`config.mk`:
```
export PLATFORM = sky130hd
export DESIGN_NAME = io_space_decode
export DESIGN_NICKNAME = d
export VERILOG_FILES = /design/src/io_space_pkg.sv /design/src/event_flag_reg.sv /design/src/io_space_decode.sv
export VERILOG_INCLUDE_DIRS = /design/src
export SDC_FILE = /design/constraint.sdc
export NUM_CORES = 1
export LEC_CHECK = 0
export BUFFER_PORTS_ARGS = -buffer_cell sky130_fd_sc_hd__buf_2
export CORE_MARGIN = 2
export CORE_UTILIZATION = 35
export CTS_CLUSTER_SIZE = 30
export DETAILED_ROUTE_END_ITERATION = 16
export SLEW_MARGIN = 15
export SYNTH_ARGS = -nofsm -noshare
export SYNTH_HDL_FRONTEND = slang
export SYNTH_SLANG_ARGS = --single-unit
```
`constraint.sdc`:
```
create_clock -name sys_clk_i -period 3.8 [get_ports sys_clk_i]
set_input_delay 0.38 -clock sys_clk_i [delete_from_list [all_inputs] [get_ports sys_clk_i]]
set_output_delay 0.38 -clock sys_clk_i [all_outputs]
set_load 0.01 [all_outputs]
```
`src/io_space_defines.svh`:
```
/*
  Constants for the low I/O register window: map offsets, writable-bit
  masks and address limits.
  Assumes it is included by bare name from each design file that needs it.
*/
`ifndef IO_SPACE_DEFINES_SVH
`define IO_SPACE_DEFINES_SVH

// ----------------------------------------
// Address limits
// ----------------------------------------
`define IO_DATA_OFFSET 8'h20
`define IO_BIT_LAST 8'h1F
`define IO_LAST 8'h3F
`define EXT_FIRST 8'h60

// ----------------------------------------
// I/O offsets
// ----------------------------------------
`define OFF_PORT_A_PIN 6'h00
`define OFF_PORT_A_DIR 6'h01
`define OFF_PORT_A_LATCH 6'h02
`define OFF_PORT_B_PIN 6'h03
`define OFF_PORT_B_DIR 6'h04
`define OFF_PORT_B_LATCH 6'h05
`define OFF_PORT_C_PIN 6'h06
`define OFF_PORT_C_DIR 6'h07
`define OFF_PORT_C_LATCH 6'h08
`define OFF_PORT_D_PIN 6'h09
`define OFF_PORT_D_DIR 6'h0A
`define OFF_PORT_D_LATCH 6'h0B
`define OFF_TMR0_FLAGS 6'h15
`define OFF_TMR1_FLAGS 6'h16
`define OFF_TMR2_FLAGS 6'h17
`define OFF_TMR3_FLAGS 6'h18
`define OFF_PCHG_FLAGS 6'h1B
`define OFF_EXT_IRQ_FLAGS 6'h1C
`define OFF_EXT_IRQ_MASK 6'h1D
`define OFF_SCRATCH_0 6'h1E
`define OFF_NV_CONTROL 6'h1F
`define OFF_NV_VALUE 6'h20
`define OFF_NV_ADDR_LOW 6'h21
`define OFF_NV_ADDR_HIGH 6'h22
`define OFF_PRESCALER_SYNC 6'h23
`define OFF_TMR0_CTRL_A 6'h24
`define OFF_TMR0_CTRL_B 6'h25
`define OFF_TMR0_COUNT 6'h26
`define OFF_TMR0_CMP_A 6'h27
`define OFF_TMR0_CMP_B 6'h28
`define OFF_SCRATCH_1 6'h2A
`define OFF_SCRATCH_2 6'h2B
`define OFF_SERIAL_CTRL 6'h2C
`define OFF_SERIAL_STATUS 6'h2D
`define OFF_SERIAL_DATA 6'h2E
`define OFF_CMP_CTRL 6'h30
`define OFF_DEBUG_DATA 6'h31
`define OFF_SLEEP_CTRL 6'h33

// ----------------------------------------
// Implemented bits
// ----------------------------------------
`define MASK_FULL 8'hFF
`define MASK_NONE 8'h00
`define MASK_TMR0_FLAGS 8'h07
`define MASK_TMR1_FLAGS 8'h27
`define MASK_TMR2_FLAGS 8'h07
`define MASK_TMR3_FLAGS 8'h27
`define MASK_PCHG_FLAGS 8'h0F
`define MASK_EXT_IRQ_FLAGS 8'h07
`define MASK_EXT_IRQ_MASK 8'h07
`define MASK_NV_CONTROL 8'h3F
`define MASK_NV_ADDR_HIGH 8'h0F
`define MASK_PRESCALER_SYNC 8'h83
`define MASK_TMR0_CTRL_A 8'hF3
`define MASK_TMR0_CTRL_B 8'hCF
`define MASK_SERIAL_STATUS 8'hC1
`define MASK_SLEEP_CTRL 8'h0F
`define RESET_VALUE 8'h00

`endif

```
`src/io_space_pkg.sv`:
```
/*
  Types shared by the I/O window decoder and its testbench.
  Assumes nothing beyond a SystemVerilog compiler.
*/
package io_space_pkg;

  // ----------------------------------------
  // Access kinds issued by the core
  // ----------------------------------------
  typedef enum logic [2:0] {
    OP_IO_IN = 3'h0,
    OP_IO_OUT = 3'h1,
    OP_LOAD = 3'h2,
    OP_STORE = 3'h3,
    OP_SET_BIT = 3'h4,
    OP_CLEAR_BIT = 3'h5,
    OP_SKIP_IF_ONE = 3'h6,
    OP_SKIP_IF_ZERO = 3'h7
  } access_op_e;

endpackage : io_space_pkg

```
`src/event_flag_reg.sv`:
```
/*
  One 8-bit write-one-to-clear status register.
  Assumes set and clear are synchronous to sys_clk_i.
*/
`timescale 1ns/10ps
`include "io_space_defines.svh"

module event_flag_reg #(
  parameter logic [7:0] VALID_MASK = `MASK_FULL
) (
  // Clock and reset
  input wire logic sys_clk_i,
  input wire logic rstn_i,
  // Events and software clear
  input wire logic [7:0] set_i,
  input wire logic [7:0] clear_i,
  // Current flags
  output logic [7:0] value_o
);

  if (VALID_MASK == `MASK_NONE) begin : g_mask_check
    $error("event_flag_reg needs at least one flag bit");
  end

  wire [7:0] next_value = ((value_o & ~clear_i) | set_i) & VALID_MASK;

  // ----------------------------------------
  // Storage
  // ----------------------------------------
  // Set wins over clear so an event landing on the clear edge survives
  always_ff @(posedge sys_clk_i or negedge rstn_i) begin
    if (!rstn_i) begin
      value_o <= `RESET_VALUE;
    end else begin
      value_o <= next_value;
    end
  end

endmodule : event_flag_reg

```
`src/io_space_decode.sv`:
```
/*
  Decoder and register file for the 64-location I/O window: direct I/O,
  data-space load/store, single-bit set, clear and test.
  Assumes the core issues at most one access per cycle, synchronous to
  sys_clk_i, and that the extended-range owner answers reads combinationally.
*/
// What this block does
// - Bit set/clear on addresses 0x00 to 0x1F
// - Bit tests skip on selected bit state
// - Writing one clears flags; zero keeps
// - Bit set/clear write back whole register
// - Bit ops refused above address 0x1F
// - I/O ops use addresses 0 to 63
// - Load/store address is I/O plus 0x20
// - Extended range only by load/store
`timescale 1ns/10ps
`include "io_space_defines.svh"

module io_space_decode #(
  parameter int PORT_COUNT = 4
) (
  // Clock and reset
  input wire logic sys_clk_i,
  input wire logic rstn_i,
  // Core access request
  input wire logic req_valid_i,
  input wire io_space_pkg::access_op_e req_op_i,
  input wire logic [7:0] req_addr_i,
  input wire logic [2:0] req_bit_i,
  input wire logic [7:0] req_wdata_i,
  // Core access answer
  output logic ack_o,
  output logic [7:0] rdata_o,
  output logic skip_o,
  output logic refused_o,
  // Extended range owner
  output logic ext_rd_o,
  output logic ext_wr_o,
  input wire logic [7:0] ext_rdata_i,
  // Port pins
  input wire logic [7:0] pin_a_i,
  input wire logic [7:0] pin_b_i,
  input wire logic [7:0] pin_c_i,
  input wire logic [7:0] pin_d_i,
  output logic [7:0] dir_a_o,
  output logic [7:0] dir_b_o,
  output logic [7:0] dir_c_o,
  output logic [7:0] dir_d_o,
  output logic [7:0] latch_a_o,
  output logic [7:0] latch_b_o,
  output logic [7:0] latch_c_o,
  output logic [7:0] latch_d_o,
  // Peripheral event sources
  input wire logic [7:0] tmr0_event_i,
  input wire logic [7:0] tmr1_event_i,
  input wire logic [7:0] tmr2_event_i,
  input wire logic [7:0] tmr3_event_i,
  input wire logic [7:0] pchg_event_i,
  input wire logic [7:0] ext_irq_event_i,
  // Selected control registers
  output logic [7:0] ext_irq_mask_o,
  output logic [7:0] sleep_ctrl_o
);

  // ----------------------------------------
  // Elaboration checks
  // ----------------------------------------
  if (PORT_COUNT != 4) begin : g_port_count
    $error("io_space_decode maps exactly four ports");
  end

  // ----------------------------------------
  // Operation decode
  // ----------------------------------------
  wire op_io = (req_op_i == io_space_pkg::OP_IO_IN) || (req_op_i == io_space_pkg::OP_IO_OUT);
  wire op_mem = (req_op_i == io_space_pkg::OP_LOAD) || (req_op_i == io_space_pkg::OP_STORE);
  wire op_set = req_op_i == io_space_pkg::OP_SET_BIT;
  wire op_clear = req_op_i == io_space_pkg::OP_CLEAR_BIT;
  wire op_skip_one = req_op_i == io_space_pkg::OP_SKIP_IF_ONE;
  wire op_skip_zero = req_op_i == io_space_pkg::OP_SKIP_IF_ZERO;
  wire op_bit = op_set || op_clear || op_skip_one || op_skip_zero;
  wire op_read = (req_op_i == io_space_pkg::OP_IO_IN) || (req_op_i == io_space_pkg::OP_LOAD);
  wire op_write = (req_op_i == io_space_pkg::OP_IO_OUT) || (req_op_i == io_space_pkg::OP_STORE) ||
                  op_set || op_clear;

  // ----------------------------------------
  // Address decode
  // ----------------------------------------
  // Load/store sees the window shifted up by the offset
  wire [7:0] mem_io_addr = req_addr_i - `IO_DATA_OFFSET;
  wire [5:0] io_addr = op_mem ? mem_io_addr[5:0] : req_addr_i[5:0];
  wire mem_in_window = (req_addr_i >= `IO_DATA_OFFSET) && (req_addr_i < `EXT_FIRST);
  wire io_in_window = req_addr_i <= `IO_LAST;
  wire bit_in_window = req_addr_i <= `IO_BIT_LAST;
  wire ext_range = req_addr_i >= `EXT_FIRST;
  wire hit = (op_io && io_in_window) || (op_bit && bit_in_window) || (op_mem && mem_in_window);
  // Only load/store may reach the extended range; I/O and bit ops there are refused
  wire ext_hit = req_valid_i && op_mem && ext_range;
  wire refuse = req_valid_i && ((op_io && !io_in_window) || (op_bit && !bit_in_window) ||
                                (op_mem && (req_addr_i < `IO_DATA_OFFSET)));

  assign ext_rd_o = ext_hit && (req_op_i == io_space_pkg::OP_LOAD);
  assign ext_wr_o = ext_hit && (req_op_i == io_space_pkg::OP_STORE);

  // ----------------------------------------
  // Storage for plain read/write registers
  // ----------------------------------------
  logic [7:0] rw_mem [0:63];
  logic [7:0] tmr0_flags;
  logic [7:0] tmr1_flags;
  logic [7:0] tmr2_flags;
  logic [7:0] tmr3_flags;
  logic [7:0] pchg_flags;
  logic [7:0] ext_irq_flags;

  // Zero mask marks reserved or non-storage locations
  function automatic logic [7:0] rw_mask(input logic [5:0] addr);
    case (addr)
      `OFF_PORT_A_DIR, `OFF_PORT_A_LATCH, `OFF_PORT_B_DIR, `OFF_PORT_B_LATCH,
      `OFF_PORT_C_DIR, `OFF_PORT_C_LATCH, `OFF_PORT_D_DIR, `OFF_PORT_D_LATCH,
      `OFF_SCRATCH_0, `OFF_SCRATCH_1, `OFF_SCRATCH_2, `OFF_NV_VALUE, `OFF_NV_ADDR_LOW,
      `OFF_TMR0_COUNT, `OFF_TMR0_CMP_A, `OFF_TMR0_CMP_B, `OFF_SERIAL_CTRL,
      `OFF_SERIAL_DATA, `OFF_CMP_CTRL, `OFF_DEBUG_DATA: rw_mask = `MASK_FULL;
      `OFF_EXT_IRQ_MASK: rw_mask = `MASK_EXT_IRQ_MASK;
      `OFF_NV_CONTROL: rw_mask = `MASK_NV_CONTROL;
      `OFF_NV_ADDR_HIGH: rw_mask = `MASK_NV_ADDR_HIGH;
      `OFF_PRESCALER_SYNC: rw_mask = `MASK_PRESCALER_SYNC;
      `OFF_TMR0_CTRL_A: rw_mask = `MASK_TMR0_CTRL_A;
      `OFF_TMR0_CTRL_B: rw_mask = `MASK_TMR0_CTRL_B;
      `OFF_SERIAL_STATUS: rw_mask = `MASK_SERIAL_STATUS;
      `OFF_SLEEP_CTRL: rw_mask = `MASK_SLEEP_CTRL;
      default: rw_mask = `MASK_NONE;
    endcase
  endfunction : rw_mask

  // ----------------------------------------
  // Read selection
  // ----------------------------------------
  logic [7:0] read_value;
  always_comb begin
    case (io_addr)
      `OFF_PORT_A_PIN: read_value = pin_a_i;
      `OFF_PORT_B_PIN: read_value = pin_b_i;
      `OFF_PORT_C_PIN: read_value = pin_c_i;
      `OFF_PORT_D_PIN: read_value = pin_d_i;
      `OFF_TMR0_FLAGS: read_value = tmr0_flags;
      `OFF_TMR1_FLAGS: read_value = tmr1_flags;
      `OFF_TMR2_FLAGS: read_value = tmr2_flags;
      `OFF_TMR3_FLAGS: read_value = tmr3_flags;
      `OFF_PCHG_FLAGS: read_value = pchg_flags;
      `OFF_EXT_IRQ_FLAGS: read_value = ext_irq_flags;
      default: read_value = rw_mem[io_addr] & rw_mask(io_addr);
    endcase
  end

  // ----------------------------------------
  // Write value and strobes
  // ----------------------------------------
  wire [7:0] bit_onehot = 8'h01 << req_bit_i;
  // Bit set/clear rewrite all eight bits, so a flag read as one gets cleared
  wire [7:0] write_value = op_set ? (read_value | bit_onehot) :
                           op_clear ? (read_value & ~bit_onehot) : req_wdata_i;
  wire write_en = req_valid_i && hit && op_write;
  wire [7:0] write_mask = rw_mask(io_addr);
  wire rw_write = write_en && (write_mask != `MASK_NONE);
  wire selected_bit = read_value[req_bit_i];
  wire next_skip = (op_skip_one && selected_bit) || (op_skip_zero && !selected_bit);

  // Named strobes, so each flag clear follows every net that it reads
  wire [7:0] flag_wdata = write_en ? write_value : `MASK_NONE;
  wire [7:0] clr_tmr0 = (io_addr == `OFF_TMR0_FLAGS) ? flag_wdata : `MASK_NONE;
  wire [7:0] clr_tmr1 = (io_addr == `OFF_TMR1_FLAGS) ? flag_wdata : `MASK_NONE;
  wire [7:0] clr_tmr2 = (io_addr == `OFF_TMR2_FLAGS) ? flag_wdata : `MASK_NONE;
  wire [7:0] clr_tmr3 = (io_addr == `OFF_TMR3_FLAGS) ? flag_wdata : `MASK_NONE;
  wire [7:0] clr_pchg = (io_addr == `OFF_PCHG_FLAGS) ? flag_wdata : `MASK_NONE;
  wire [7:0] clr_ext_irq = (io_addr == `OFF_EXT_IRQ_FLAGS) ? flag_wdata : `MASK_NONE;

  // ----------------------------------------
  // Register file
  // ----------------------------------------
  always_ff @(posedge sys_clk_i or negedge rstn_i) begin
    if (!rstn_i) begin
      for (int i = 0; i < 64; i++) begin
        rw_mem[i] <= `RESET_VALUE;
      end
    end else if (rw_write) begin
      rw_mem[io_addr] <= write_value & write_mask;
    end
  end

  // ----------------------------------------
  // Event flags
  // ----------------------------------------
  event_flag_reg #(.VALID_MASK(`MASK_TMR0_FLAGS)) tmr0_flag_reg (
    .sys_clk_i(sys_clk_i),
    .rstn_i(rstn_i),
    .set_i(tmr0_event_i),
    .clear_i(clr_tmr0),
    .value_o(tmr0_flags)
  );

  event_flag_reg #(.VALID_MASK(`MASK_TMR1_FLAGS)) tmr1_flag_reg (
    .sys_clk_i(sys_clk_i),
    .rstn_i(rstn_i),
    .set_i(tmr1_event_i),
    .clear_i(clr_tmr1),
    .value_o(tmr1_flags)
  );

  event_flag_reg #(.VALID_MASK(`MASK_TMR2_FLAGS)) tmr2_flag_reg (
    .sys_clk_i(sys_clk_i),
    .rstn_i(rstn_i),
    .set_i(tmr2_event_i),
    .clear_i(clr_tmr2),
    .value_o(tmr2_flags)
  );

  event_flag_reg #(.VALID_MASK(`MASK_TMR3_FLAGS)) tmr3_flag_reg (
    .sys_clk_i(sys_clk_i),
    .rstn_i(rstn_i),
    .set_i(tmr3_event_i),
    .clear_i(clr_tmr3),
    .value_o(tmr3_flags)
  );

  event_flag_reg #(.VALID_MASK(`MASK_PCHG_FLAGS)) pchg_flag_reg (
    .sys_clk_i(sys_clk_i),
    .rstn_i(rstn_i),
    .set_i(pchg_event_i),
    .clear_i(clr_pchg),
    .value_o(pchg_flags)
  );

  event_flag_reg #(.VALID_MASK(`MASK_EXT_IRQ_FLAGS)) ext_irq_flag_reg (
    .sys_clk_i(sys_clk_i),
    .rstn_i(rstn_i),
    .set_i(ext_irq_event_i),
    .clear_i(clr_ext_irq),
    .value_o(ext_irq_flags)
  );

  // ----------------------------------------
  // Answer to the core
  // ----------------------------------------
  wire [7:0] next_rdata = !(req_valid_i && op_read) ? `MASK_NONE :
                          ext_hit ? ext_rdata_i :
                          hit ? read_value : `MASK_NONE;

  always_ff @(posedge sys_clk_i or negedge rstn_i) begin
    if (!rstn_i) begin
      ack_o <= 1'b0;
      rdata_o <= `RESET_VALUE;
      skip_o <= 1'b0;
      refused_o <= 1'b0;
    end else begin
      ack_o <= req_valid_i;
      rdata_o <= next_rdata;
      skip_o <= req_valid_i && hit && next_skip;
      refused_o <= refuse;
    end
  end

  // ----------------------------------------
  // Port and control outputs
  // ----------------------------------------
  assign dir_a_o = rw_mem[`OFF_PORT_A_DIR];
  assign dir_b_o = rw_mem[`OFF_PORT_B_DIR];
  assign dir_c_o = rw_mem[`OFF_PORT_C_DIR];
  assign dir_d_o = rw_mem[`OFF_PORT_D_DIR];
  assign latch_a_o = rw_mem[`OFF_PORT_A_LATCH];
  assign latch_b_o = rw_mem[`OFF_PORT_B_LATCH];
  assign latch_c_o = rw_mem[`OFF_PORT_C_LATCH];
  assign latch_d_o = rw_mem[`OFF_PORT_D_LATCH];
  assign ext_irq_mask_o = rw_mem[`OFF_EXT_IRQ_MASK];
  assign sleep_ctrl_o = rw_mem[`OFF_SLEEP_CTRL];

  // ----------------------------------------
  // Checks
  // ----------------------------------------
  bit_set_a: assert property (@(posedge sys_clk_i) disable iff (!rstn_i)
    req_valid_i && op_set && (req_addr_i == 8'h02) |=> latch_a_o[$past(req_bit_i)])
    else $error("bit set did not set the port latch bit");

  bit_clear_a: assert property (@(posedge sys_clk_i) disable iff (!rstn_i)
    req_valid_i && op_clear && (req_addr_i == 8'h01) |=>
      !dir_a_o[$past(req_bit_i)] && ((dir_a_o | $past(bit_onehot)) == ($past(dir_a_o) | $past(bit_onehot))))
    else $error("bit clear changed the wrong direction bits");

  bit_test_a: assert property (@(posedge sys_clk_i) disable iff (!rstn_i)
    req_valid_i && op_skip_one && (req_addr_i == 8'h03) |=> skip_o == $past(pin_b_i[req_bit_i]))
    else $error("skip-if-one disagrees with the tested bit");

  flag_clear_a: assert property (@(posedge sys_clk_i) disable iff (!rstn_i)
    req_valid_i && (req_op_i == io_space_pkg::OP_IO_OUT) && (req_addr_i == 8'h15) && (tmr0_event_i == 8'h00)
      |=> tmr0_flags == ($past(tmr0_flags) & ~$past(req_wdata_i)))
    else $error("write-one-to-clear flags updated wrongly");

  rmw_clear_a: assert property (@(posedge sys_clk_i) disable iff (!rstn_i)
    req_valid_i && op_set && (req_addr_i == 8'h1C) && (ext_irq_event_i == 8'h00)
      |=> ext_irq_flags == 8'h00)
    else $error("bit set left a flag that read as set");

  bit_range_a: assert property (@(posedge sys_clk_i) disable iff (!rstn_i)
    req_valid_i && op_bit && (req_addr_i > 8'h1F) |=> refused_o && !skip_o)
    else $error("bit op above the bit window was not refused");

  io_read_a: assert property (@(posedge sys_clk_i) disable iff (!rstn_i)
    req_valid_i && (req_op_i == io_space_pkg::OP_IO_IN) && (req_addr_i == 8'h1D) |=> rdata_o == $past(ext_irq_mask_o))
    else $error("direct read returned the wrong register");

  load_offset_a: assert property (@(posedge sys_clk_i) disable iff (!rstn_i)
    req_valid_i && (req_op_i == io_space_pkg::OP_LOAD) && (req_addr_i == 8'h22) |=> rdata_o == $past(latch_a_o))
    else $error("load did not apply the window offset");

  ext_only_mem_a: assert property (@(posedge sys_clk_i) disable iff (!rstn_i)
    req_valid_i && (req_addr_i >= `EXT_FIRST) |->
      ((ext_rd_o || ext_wr_o) == op_mem) ##1 (refused_o != $past(op_mem)))
    else $error("extended range reached by a non load/store access");

  ext_answer_a: assert property (@(posedge sys_clk_i) disable iff (!rstn_i)
    (ext_rd_o || ext_wr_o) |=> ack_o && !refused_o)
    else $error("extended load/store was not answered");

  skip_zero_a: assert property (@(posedge sys_clk_i) disable iff (!rstn_i)
    req_valid_i && op_skip_zero && (req_addr_i == 8'h06) |=> skip_o == !$past(pin_c_i[req_bit_i]))
    else $error("skip-if-zero disagrees with the tested bit");

  io_high_a: assert property (@(posedge sys_clk_i) disable iff (!rstn_i)
    req_valid_i && op_io && (req_addr_i > `IO_LAST) |=> refused_o && (rdata_o == `MASK_NONE))
    else $error("direct access beyond the window was not refused");

  mem_low_a: assert property (@(posedge sys_clk_i) disable iff (!rstn_i)
    req_valid_i && op_mem && (req_addr_i < `IO_DATA_OFFSET) |=> refused_o && (rdata_o == `MASK_NONE))
    else $error("load/store below the window offset was not refused");

  reserved_a: assert property (@(posedge sys_clk_i) disable iff (!rstn_i)
    req_valid_i && (req_op_i == io_space_pkg::OP_LOAD) && (req_addr_i == 8'h2C) |=> rdata_o == 8'h00)
    else $error("reserved location did not read zero");

endmodule : io_space_decode

```
; After elaboration in Yosys (flattened, before gate mapping)
; Memory sizes are Yosys's and may differ from the RTL's.
; Cells that the tools add are included.
[op_classes]
bitwise = 24
eq_ne = 16
n_addsub = 1
reduce_logical = 41
order_cmp = 9
muxes = 23
shift = 1
[ops]
columns = op, count
row1 = bitwise mux 512 bit, 1
row2 = case mux 8 bit (10 select lines), 1
row3 = two-way mux 8 bit, 9
row4 = binary-select mux 8 bit (select 6 bit), 1
row5 = demux 8 bit (select 6 bit), 1
row6 = "== test 6 x 5 -> 1 bit, second input constant", 6
row7 = AND 8 bit, 3
row8 = two-way mux 6 bit, 4
row9 = logical AND 1 bit, 20
row10 = logical OR 1 bit, 14
row11 = AND 6 bit, 2
row12 = "== test 3 bit, second input constant", 4
row13 = inverter 6 bit, 2
row14 = OR 6 bit, 2
row15 = OR reduction 10 bit, 1
row16 = AND 3 bit, 3
row17 = two-way mux 3 bit, 3
row18 = inverter 3 bit, 3
row19 = OR 3 bit, 3
row20 = ">= comparator 8 x 6 -> 1 bit, second input constant", 1
row21 = ">= comparator 8 x 7 -> 1 bit, second input constant", 1
row22 = "<= comparator 8 x 5 -> 1 bit, second input constant", 1
row23 = "<= comparator 8 x 6 -> 1 bit, second input constant", 1
row24 = "< comparator 8 x 6 -> 1 bit, second input constant", 1
row25 = 24 further kinds, 27
[word_totals]
memories = 2
rom_bits = 1024
reg_bits = 544
in_bits = 113
wordCells = 191
[memory_table]
columns = name, depth, width, rd, rd_ports_with_merged_regs, wr, line
row1 = (no name shown), 64, 8, 1, 0, 0, io_space_decode.sv:118  ; case (addr)
row2 = (no name shown), 64, 8, 1, 0, 0, io_space_decode.sv:118

; Longest topological paths before layout
; Gate-level depths: netlist of the first run.
[logic_depth]
ltp_word = 17
mapped_depth = 19

; By module
; From an unflattened synthesis of the first run, not the netlist that was laid out.
[hier_totals]
hier_cells = 2541
hier_area_um2 = 25657.1
[by_module_without_submodules]
columns = mod, n_inst, cells_each, seq_area_each_um2, area_per_inst_um2
row1 = io_space_decode, 1, 2445, 13087.6, 24669.9
row2 = event_flag_reg (pchg_flag_reg ...), 3, 17, 100.1, 178.9
row3 = event_flag_reg (ext_irq_flag_reg ...), 3, 15, 75.1, 150.1

; Worst setup path before layout of the first run
; No wires, ideal clock.
[synth_timing]
path_kind = input port to flip-flop
from = in req_addr_i[1]
to = reg rw_mem, in the netlist latch_c_o[3]
setup_slack_ns = -0.198
required_ns = 3.667
stages = 18
t_arrival_ns = 3.865
n_path_buf = 7
cell_sequence = buf_6 buf_6 clkinv_1 buf_2 buf_2 ha_1 buf_2 and2_1 buf_2 or3_1 a211oi_1 a221o_1 o31ai_4 nor3_1 nand2_1 buf_2 nand2_1 o21ai_0
[synth_via]
elab_chain_cells = 13
word_cells_on_any_way = 46
classes_between = 1 x add/sub / 6 x order compare / 9 x eq/ne / 11 x mux / 5 x bitwise / 12 x reduce/logical / 2 x memory
[synth_rtl]
columns = element, line
row1 = "start, declared", io_space_decode.sv:28  ; input wire logic [7:0] req_addr_i,
row2 = subtractor 6 bit (no source line), -
row3 = two-way mux 6 bit, io_space_decode.sv:91  ; wire [5:0] io_addr = op_mem ? mem_io_addr[5:0] : req_addr_i[5:0];
row4 = inverter 6 -> 7 bit (implied by the code), "io_space_decode.sv:152, io_space_decode.sv:187"
row5 = binary-select mux 8 bit (select 6 bit), io_space_decode.sv:152  ; default: read_value = rw_mem[io_addr] & rw_mask(io_addr);
row6 = two-way mux 8 bit (implied by the code) (2 in series), io_space_decode.sv:152
row7 = AND 8 bit, io_space_decode.sv:152
row8 = case mux 8 bit (10 select lines), io_space_decode.sv:141  ; case (io_addr)
row9 = AND 8 bit, io_space_decode.sv:162  ; op_clear ? (read_value & ~bit_onehot) : req_wdata_i;
row10 = two-way mux 8 bit, io_space_decode.sv:162
row11 = two-way mux 8 bit, io_space_decode.sv:161  ; wire [7:0] write_value = op_set ? (read_value | bit_onehot) :
row12 = AND 8 bit, io_space_decode.sv:187  ; rw_mem[io_addr] <= write_value & write_mask;
row13 = bitwise mux 512 bit, io_space_decode.sv:187
row14 = "end signal, assigned by index", io_space_decode.sv:184  ; rw_mem[i] <= `RESET_VALUE;
row15 = "end signal, assigned by index", io_space_decode.sv:187
row16 = "end, declared", io_space_decode.sv:108  ; logic [7:0] rw_mem [0:63];
; Parallel ways exist; a longest one is shown, timed or not. The select of a mux whose other input is x is not followed.
; A chain may end at the register's enable or synchronous reset.

; Worst setup path in the final report of the first run
[layout_timing]
from = in req_addr_i[2]
to = reg skip_o
[layout_via]
elab_chain_cells = 14
word_cells_on_any_way = 38
classes_between = 1 x add/sub / 4 x order compare / 9 x eq/ne / 8 x mux / 2 x bitwise / 13 x reduce/logical / 1 x memory
[layout_rtl]
columns = element, line
row1 = subtractor 6 bit (no source line), -
row2 = two-way mux 6 bit, io_space_decode.sv:91
row3 = inverter 6 -> 7 bit (implied by the code), io_space_decode.sv:152
row4 = binary-select mux 8 bit (select 6 bit), io_space_decode.sv:152
row5 = two-way mux 8 bit (implied by the code) (2 in series), io_space_decode.sv:152
row6 = AND 8 bit, io_space_decode.sv:152
row7 = case mux 8 bit (10 select lines), io_space_decode.sv:141
row8 = binary-select mux 1 bit (select 3 bit), io_space_decode.sv:166  ; wire selected_bit = read_value[req_bit_i];
row9 = two-way mux 1 bit (implied by the code), io_space_decode.sv:166
row10 = logical NOT 1 bit, io_space_decode.sv:167  ; wire next_skip = (op_skip_one && selected_bit) || (op_skip_zero && !selected_bit);
row11 = logical AND 1 bit, io_space_decode.sv:167
row12 = logical OR 1 bit, io_space_decode.sv:167
row13 = logical AND 1 bit *, io_space_decode.sv:258  ; skip_o <= req_valid_i && hit && next_skip;
row14 = "end signal, assigned", io_space_decode.sv:258
row15 = "end, declared", io_space_decode.sv:34  ; output logic skip_o,
; Mark *: on every way between the ends. The rest lies on a longest branch, timed or not. The select of a mux whose other input is x is not followed.

==> results.cfg, run 1 <==
[status]
status = finished clean

[cells_and_area]
fin_area_um2 = 29000
final_layout_size_suffix_gt1_frac = 0.274
area_growth_pct = 16.4
fin_nets = 2461

[setup_path]
r2r_cells = 11
crit_path_max_fanout = 30
reg2reg_slack_ns = 0.70
cp-end-kind = flip-flop
worstPathArrival_ns = 3.69
worstSetupStartpointType = primary input
crit_type = primary input to flip-flop
r2r_end = rw_mem[224]
worstPathRequired_ns = 4.32
timing.rr.start = rw_mem[136]

[sta]
tightestPinTransition_ns = 0.995
rsz0062_at_grt = false
fin_ws_ns = 0.637
period_share = 0.832
slew_headroom = 0.336
clock_skew_ns = 0.0312
max_freq_mhz = 316
setup_viol = 0
whs_ns = 0.0480
min_period_ns = 3.16
hold_viol = 0
setup_tns_ns = 0
slew_viol_final = 0

[logic_synthesis]
avgSynthCellArea_um2 = 10.7
netlist_area_um2 = 24900
synth_top_area_frac = 0.547
synthTopCellsByArea = dfrtp_1 55%, mux2_2 4.7%, o21ai_0 4.5%
synth_seq_cells = 544
ys_warn_count = 0
synth-main-ff-cell = dfrtp_1
syn_inst = 2323
synth-seq-area-share = 0.547
synthArstFlopShare = 1.00
synth_edf_count = 0
synth_nets = 2440
yosysMostFrequentCell = dfrtp_1
synth_cell_types = 78
synthTopCellsByCount = 544 x dfrtp_1, 299 x nand2_1, 267 x clkbuf_1
synth_area_leader_cell = dfrtp_1

[global_routing]
grt_pass1_vias = 18500
grt_use_total = 0.216
grt_pass1_wl_mm = 120
grt_start_max_net_pins = 117
grt_antenna_before_repair = 2
grt-ovfl-total = 0

[job]
cap_viol_max_count = 0

[die]
start_util = 0.354
fp.coreArea_um2 = 70300
row_count = 97
num_io_pins = 206
die_y_um = 271
die_w_um = 271
dieArea_um2 = 73300

[placed_design]
place_area_um2 = 26900
dpl.hpwl_mm = 57.2
routabilityCongestion = 0.915
portBuffers = 178
pre_cts_ws_ns = 0.0838

[min_path]
whs_path_depth = 3
min_to = tmr2_flag_reg.value_o[0]
hold_class = primary input to flip-flop
hold_start = tmr2_event_i[0]

[drt]
drtPass1Iterations = 5
dr_total_vias = 17800
routed_via_density = 5.35
drtAntennaViolNets = 0
initialDrtViolationCount = 1676
drc = 0
wire_per_inst_um = 23.9
finalWirelength_mm = 79.6

[pwr]
p_sw_mw = 3.15
clkPwrFrac = 0.447
pwr-share-seq = 0.460
p_leak_nw = 13.6
p_int_mw = 9.54
ir_worst_vdd_v = 0.000313
power_density_nw_per_um2 = 437
total_power_mw = 12.7
combPwrFrac = 0.093
switching_share = 0.248

[clocking]
cts_setup_buffers = 0
cts_resized = 0
cts_sinks = 544
cts-hold-fix-buffers = 23
clockBufferDepth = 3
insertion_delay_ns = 0.61
clk_pin_slew_worst_paths_ns = 0.06
cts_tree = yes
cts_buffers = 55
h-tree-depth = 2
root_buffer = clkbuf_16
-- area by class of cell --
| class | count | area, um^2 |
|---|---|---|
| clock inverter | 28 | 352 |
| clock buffer | 73 | 1520 |
| multi-input combinational | 1311 | 9020 |
| fill | 6632 | 41300 |
| tap | 940 | 1180 |
| inverter | 11 | 42.5 |
| sequential | 544 | 13600 |
| timing repair buffer | 421 | 3270 |
| antenna | 1 | 2.50 |
-- worst max-delay path, cell delays in order --
cell      delay, ns
clkbuf_8       0.38
buf_12         0.23
buf_4          0.24
mux4_2         0.31
o21ai_0        0.40
o22ai_1        0.28
o41ai_2        0.43
buf_4          0.17
buf_4          0.10
nand3_1        0.09
o211a_1        0.17
or3_1          0.37
nand3_1        0.09
-- flip-flops by register name, summed over array words and instances (netlist names), 8 cells and up --
register        flops
dir_d_o             8
dir_b_o             8
rw_mem            432
rdata_o             8
latch_d_o           8
latch_a_o           8
dir_a_o             8
dir_c_o             8
sleep_ctrl_o        8
ext_irq_mask_o      8
latch_c_o           8
latch_b_o           8
-- power by group through the flow --
stage	clock network (mW)	logic [mW]	registers, mW
3_3_place_gp	0	1.15	5.94
3_5_place_dp	0	1.15	5.94
4_1_cts	5.77	1.18	5.83
5_1_grt	5.98	1.26	5.83
2_1_floorplan	0	0.517	5.94
6_report	5.67	1.18	5.83
-- how the worst max path moves through the flow --
stage                       end           from  slack (ns)  cells after the start
floorplan           rw_mem[107]  req_addr_i[1]        0.03                     18
global placement    rw_mem[258]  req_addr_i[2]        0.07                     13
detailed placement  rw_mem[483]  req_addr_i[1]        0.08                     14
CTS                 rw_mem[171]   latch_c_o[3]        0.68                     11
global route        rw_mem[171]    req_op_i[1]        0.38                     14
finish                   skip_o  req_addr_i[2]        0.64                     13
-- routing by layer --
layer | part of all wire | GRT usage | wire length [um]
met5 | 0.00028 | 0 | 22
met4 | 0.039 | 0.0814 | 3080
met3 | 0.066 | 0.0394 | 5250
met2 | 0.48 | 0.356 | 37900
met1 | 0.42 | 0.284 | 33300
-- through the flow --
stage	util	std cells
3_5_place_dp	0.383	3204
2_1_floorplan	-	2323
6_report	0.413	3329
4_1_cts	0.413	3328
3_3_place_gp	0.383	3204
5_1_grt	0.413	3328
-- placed cells by master (no fill, tap or decap), drive strengths merged, types with 31 or more instances in the layout --
master / instances
mux2i: 97
o21ai: 226
a22oi: 67
nand3: 31
nand2: 299
buf: 397
nor2: 64
dfrtp: 544
mux2: 105
clkbuf: 74
-- kinds of logic (layout without fill, tap and decap cells) --
family | Yosys count | count (layout) | share of synthesized area
DFF | 544 | 544 | 0.547
and+or+nand+nor | 540 | 540 | 0.100
AOI/OAI and AO/OA | 534 | 534 | 0.144
buffers and inverters | 468 | 533 | 0.0928
muxes | 231 | 231 | 0.113
adders and majority gates | 4 | 4 | 0.00201
xor gates and xnor gates | 2 | 2 | 0.00101
other | 0 | 1 | 0
Power figures use the tool's default switching activity.
==> inputs of run 2 (changes only) <==
--- a/config.mk
+++ b/config.mk
@@ -6,6 +6,7 @@
 export SDC_FILE = /design/constraint.sdc
 export NUM_CORES = 1
 export LEC_CHECK = 0
+export ABC_AREA = 1
 export BUFFER_PORTS_ARGS = -buffer_cell sky130_fd_sc_hd__buf_2
 export CORE_MARGIN = 2
 export CORE_UTILIZATION = 35
==> constraint.sdc (replaced) <==
create_clock -name sys_clk_i -period 2.6 [get_ports sys_clk_i]
set_input_delay 0.26 -clock sys_clk_i [delete_from_list [all_inputs] [get_ports sys_clk_i]]
set_output_delay 0.26 -clock sys_clk_i [all_outputs]
set_load 0.01 [all_outputs]
==> results.cfg, run 2 <==
[drt]
m1WireLength_mm = 35.1
top_layer = met4
dr_total_vias = 20900
wl_met2_mm = 34.4
wl_met3_mm = 5.76
drc = 0
routed_via_density = 4.70
drtPass1Iterations = 5
initialDrtViolationCount = 1896
drtAntennaViolNets = 0
finalWirelength_mm = 77.0
wire_per_inst_um = 17.4

[setup_path]
crit_buf_inv = 1
max_stage_delay_ns = 0.40
cp-end-kind = flip-flop
cp_cell_sequence = or2_1 -> o211ai_1 -> nand2_1 -> o21ai_2 -> nand2_1 -> nor2_4 -> nand2_4 -> nand2_2 -> nand2_1 -> o21ai_1 -> nand3_2 -> o21ai_4 -> clkbuf_16 -> o21ai_0
worstSetupStartpointType = flip-flop
path_common_cell = nand2_1
worstPathArrival_ns = 3.00
cp_top_family = simple AND/OR/NAND/NOR gates
worstPathRequired_ns = 3.09
crit_path_max_fanout = 7
cp_slowest_cell = dfrtp_1
crit_type = flip-flop to flip-flop

[logic_synthesis]
synthTopCellsByArea = dfrtp_1 53%, nand2_1 19%, o21ai_0 5.4%
synth-seq-area-share = 0.527
synth_cell_types = 43
synth_seq_cells = 544
ys_warn_count = 0
synth_area_leader_cell = dfrtp_1
syn_inst = 3349
synthTopCellsByCount = 1299 x nand2_1, 544 x dfrtp_1, 278 x o21ai_0
synth_nets = 3466
synth_top_area_frac = 0.527
yosysMostFrequentCell = nand2_1
avgSynthCellArea_um2 = 7.71
synthArstFlopShare = 1.00
synth-main-ff-cell = dfrtp_1
synth_edf_count = 0
netlist_area_um2 = 25800

[cells_and_area]
layout_commonest_cell = nand2_1
regMostFlops = rw_mem
fillers = 7221
fin_nets = 3549
area_growth_pct = 19.0
largest_reg_flops = 432
mostFrequentLayoutCells = 1285 x nand2_1, 543 x dfrtp_1, 270 x o21ai_0
final_layout_size_suffix_gt1_frac = 0.176

[global_routing]
grt_pass1_wl_mm = 118
grt_antenna_before_repair = 1
grt_use_total = 0.202
grt-ovfl-total = 0
grt_start_max_net_pins = 92
grt_pass1_vias = 20300

[placed_design]
dpl.hpwl_mm = 53.6
routabilityCongestion = 0.883
portBuffers = 178

[sta]
max_freq_mhz = 399
tightestPinTransition_ns = 0.511
slew_viol_final = 0
rsz0062_at_grt = false
min_period_ns = 2.50
slew_headroom = 0.659
clock_skew_ns = 0.0295
whs_ns = 0.120
setup_tns_ns = 0
hold_viol = 0
period_share = 0.963
setup_viol = 0

[pwr]
combPwrFrac = 0.092
power_density_nw_per_um2 = 609
p_int_mw = 14.1
p_leak_nw = 16.0
p_sw_mw = 4.60
clkPwrFrac = 0.451
ir_worst_vdd_v = 0.000469
pwr-share-seq = 0.457
switching_share = 0.246

[die]
dieArea_um2 = 76000
num_io_pins = 206
die_w_um = 276
row_count = 99
fp.coreArea_um2 = 73000
die_y_um = 276
start_util = 0.354

[clocking]
cts_setup_buffers = 0
cts_sinks = 544
cts_tree = yes
cts_buffers = 57
clk_pin_slew_worst_paths_ns = 0.06
insertion_delay_ns = 0.63
clockBufferDepth = 3
root_buffer = clkbuf_16
h-tree-depth = 2

[status]
status = finished clean

[min_path]
hold_class = primary input to async pin

[job]
cap_viol_max_count = 0
[run 2: cell count changes after synthesis, moves of 22 or more]
cell / delta
mux2_2: -105
nor2b_1: -26
o21ai_1: +114
nand3_1: +38
nand2_1: +1000
a21oi_1: +27
inv_1: +212
a22oi_1: -64
and2_1: -28
a221oi_1: -22
mux4_2: -29
nor2_1: +134
o21ai_0: +53
mux2i_1: -97
[run 2: layer usage]
metal  GRT usage  up-vias
li1            -    10300
met1       0.284     9790
met2       0.314      638
met3      0.0412       99
met4      0.0578        0
met5           0        -
[run 2: path summary, 6_finish.rpt]
path,startpoint,end,slack (ns),cells past startpoint
max,dir_b_o[5],dir_b_o[5],0.1,14
min,rstn_i,sleep_ctrl_o[1],0.12,2
max reg2reg,dir_b_o[5],dir_b_o[5],0.1,14
min reg2reg,rw_mem[290],rw_mem[290],0.37,0
max in group asynchronous,rstn_i,rw_mem[68],1.53,4
min in group sys_clk_i,req_op_i[2],skip_o,0.12,6
[run 2: final cells by class]
cell class                 instances  area (um^2)  area share
antenna                            1         2.50   0.0000814
sequential                       544        13600       0.443
clock inverter                    18          264     0.00859
timing repair buffer             480         3910       0.127
multi-input combinational       2120         9180       0.299
tap                              959         1200      0.0391
inverter                         229          867      0.0282
clock buffer                      83         1680      0.0548
[run 2: repair_timing]
| action | CTS | global route |
|---|---|---|
| setup endpoints to repair | 28 | 55 |
| resized for setup | 2 | 11 |
| cloned | 0 | 3 |
| hold buffers | 32 | 0 |
| endpoints found under the hold margin | 229 | 0 |
| pin swaps | 0 | 1 |
[run 2: through the flow]
stage	total power [mW]	instances	setup slack (ns)	util	cell area (um^2)
6_report	18.7	4434	0.0958	0.421	30700
5_1_grt	19.4	4433	0.000662	0.421	30700
4_1_cts	18.8	4430	0.0817	0.420	30600
3_5_place_dp	10.3	4297	-0.555	0.389	28400
3_3_place_gp	10.3	4297	-0.521	0.389	28400
2_1_floorplan	9.44	3349	-0.00541	-	26000
[run 2: cell families (layout without fill, tap and decap cells)]
logic type,Yosys count,count (layout),synth area share
buffers and inverters,685,810,0.122
flip-flops,544,544,0.527
adder cells (fa/ha/maj),4,4,0.00194
AO/OA/AOI/OAI,496,496,0.101
other,0,1,0
AND/OR/NAND/NOR,1620,1620,0.248
[run 2: power by group through the flow]
stage,clock [mW],sequential (mW),combinational [mW]
after floorplan,0,8.70,0.746
after global placement,0,8.70,1.64
after detailed placement,0,8.70,1.64
after CTS,8.60,8.55,1.69
after global routing,8.96,8.55,1.87
final,8.45,8.55,1.71
==> inputs of run 3 (changes only) <==
==> constraint.sdc (replaced) <==
create_clock -name sys_clk_i -period 2.29 [get_ports sys_clk_i]
set_input_delay 0.229 -clock sys_clk_i [delete_from_list [all_inputs] [get_ports sys_clk_i]]
set_output_delay 0.229 -clock sys_clk_i [all_outputs]
set_load 0.01 [all_outputs]
==> results.cfg, run 3 (synthesis results as in run 2) <==
[setup_path]
cp_slowest_cell = dfrtp_1
path_common_cell = nand2_2
startpoint = rw_mem[290]
worstPathArrival_ns = 2.88
worst-path-stages = 18
reg2reg_slack_ns = -0.07
cp_cell_sequence = or2_1 -> nand2_1 -> nand2_1 -> o21ai_1 -> buf_4 -> nand2_4 -> nor2_4 -> nand2_4 -> nand2_2 -> nand2_2 -> or2_1 -> nand2_2 -> buf_6 -> nor2_4 -> inv_4 -> buf_12 -> buf_16 -> o21ai_1
crit_path_max_fanout = 6
worstPathRequired_ns = 2.81
crit_type = flip-flop to flip-flop
cp_top_family = simple AND/OR/NAND/NOR gates
timing.rr.start = rw_mem[290]
cp-end-kind = flip-flop
r2r_cells = 18
max_stage_delay_ns = 0.37
r2r_end = sleep_ctrl_o[2]
crit_path_end = sleep_ctrl_o[2]
worstSetupStartpointType = flip-flop
crit_buf_inv = 5

[placed_design]
pre_cts_ws_ns = -0.854
dpl.cell_count = 4332
portBuffers = 178
dpl.hpwl_mm = 55.0
place_area_um2 = 28900
routabilityCongestion = 0.911

[job]
cap_viol_max_count = 0

[drt]
routed_via_density = 4.82
drtAntennaViolNets = 0
wire_per_inst_um = 18.3
initialDrtViolationCount = 2002
dr_total_vias = 21700
drtPass1Iterations = 5
drc = 0
finalWirelength_mm = 82.4

[cells_and_area]
largest_reg_flops = 432
fin_util = 0.448
mostFrequentLayoutCells = 1252 x nand2_1, 543 x dfrtp_1, 246 x buf_4
regMostFlops = rw_mem
final_layout_size_suffix_gt1_frac = 0.247
fin_nets = 3614
area_growth_pct = 26.5
layout.cells.non_filler = 4506
fin_area_um2 = 32700
layout_commonest_cell = nand2_1

[clocking]
clk_pin_slew_worst_paths_ns = 0.06
insertion_delay_ns = 0.65
root_buffer = clkbuf_16
clockBufferDepth = 3
h-tree-depth = 2
cts_sinks = 544
cts_tree = yes
cts_buffers = 57

[sta]
clock_skew_ns = 0.0319
hold_viol = 0
setup_tns_ns = -2.46
whs_ns = 0.102
slew_headroom = 0.586
slew_viol_final = 0
setup_viol = 58
tightestPinTransition_ns = 0.619
max_freq_mhz = 424
period_share = 1.03
fin_ws_ns = -0.0707
rsz0062_at_grt = true
min_period_ns = 2.36

[pwr]
ir_worst_vdd_v = 0.000588
total_power_mw = 22.6
p_leak_nw = 16.9
power_density_nw_per_um2 = 692

[die]
start_util = 0.354
die_y_um = 276
dieArea_um2 = 76000
fp.coreArea_um2 = 73000
row_count = 99
die_w_um = 276
num_io_pins = 206

[global_routing]
grt_pass1_wl_mm = 123
grt_start_max_net_pins = 88
grt_use_total = 0.210
grt-ovfl-total = 0
grt_antenna_before_repair = 1
grt_pass1_vias = 20600

[status]
status = finished with violations
violations = negative setup slack

[min_path]
hold_class = primary input to flip-flop
-- run 3: cell count changes in the layout (fill, tap and decap cells not counted), sizes merged --
cell      change
clkbuf        -5
bufinv        +8
buf          +57
clkinvlp      +1
inv           +4
clkinv        +7
-- run 3: tightest hold or removal path: stages --
cell and delay, ns:
buf_2 0.11, buf_4 0.13, nand2_1 0.06, nor2_1 0.05, nand2_1 0.06, nor2_1 0.04
-- run 3: worst min path at each step --
stage                             start         endpoint  slack, ns  depth (start not counted)
final                       req_op_i[2]           skip_o       0.10                          6
after global routing      req_addr_i[5]        refused_o       0.11                          4
after CTS                   req_op_i[2]           skip_o       0.06                          6
after detailed placement         rstn_i  sleep_ctrl_o[1]       0.20                          1
after global placement           rstn_i  sleep_ctrl_o[1]       0.20                          1
after floorplan                  rstn_i            ack_o      -0.07                          0
-- run 3: timing repair --
action,4_1_cts,5_1_grt
cloned,5,14
buffers inserted,10,9
hold buffers,32,0
gates resized for setup,89,222
setup endpoints to repair,105,210
hold endpoints to repair,251,0
pin swaps,15,61
-- run 3: cell type report --
| type | count | area, um^2 |
|---|---|---|
| diodes | 1 | 2.50 |
| clock buffers | 70 | 1560 |
| clock inverters | 38 | 582 |
| fillers | 7071 | 40300 |
| inverters | 229 | 875 |
| multi-input cells | 2120 | 9960 |
| flip-flops and latches | 544 | 13600 |
| well taps | 959 | 1200 |
| repair buffers | 545 | 4870 |
-- run 3: per-layer routing --
metal	vias to the layer above	routed length, um	track usage
li1	10500	-	-
met1	10400	37100	0.296
met2	727	36800	0.319
met3	138	6220	0.0488
met4	0	2370	0.0673
met5	-	0	0
-- run 3: power by group --
group | internal (mW) | switching (mW) | total, mW
Clock | 6.34 | 4.19 | 10.5
Combinational | 0.924 | 1.45 | 2.38
Sequential | 9.67 | 0.0383 | 9.70
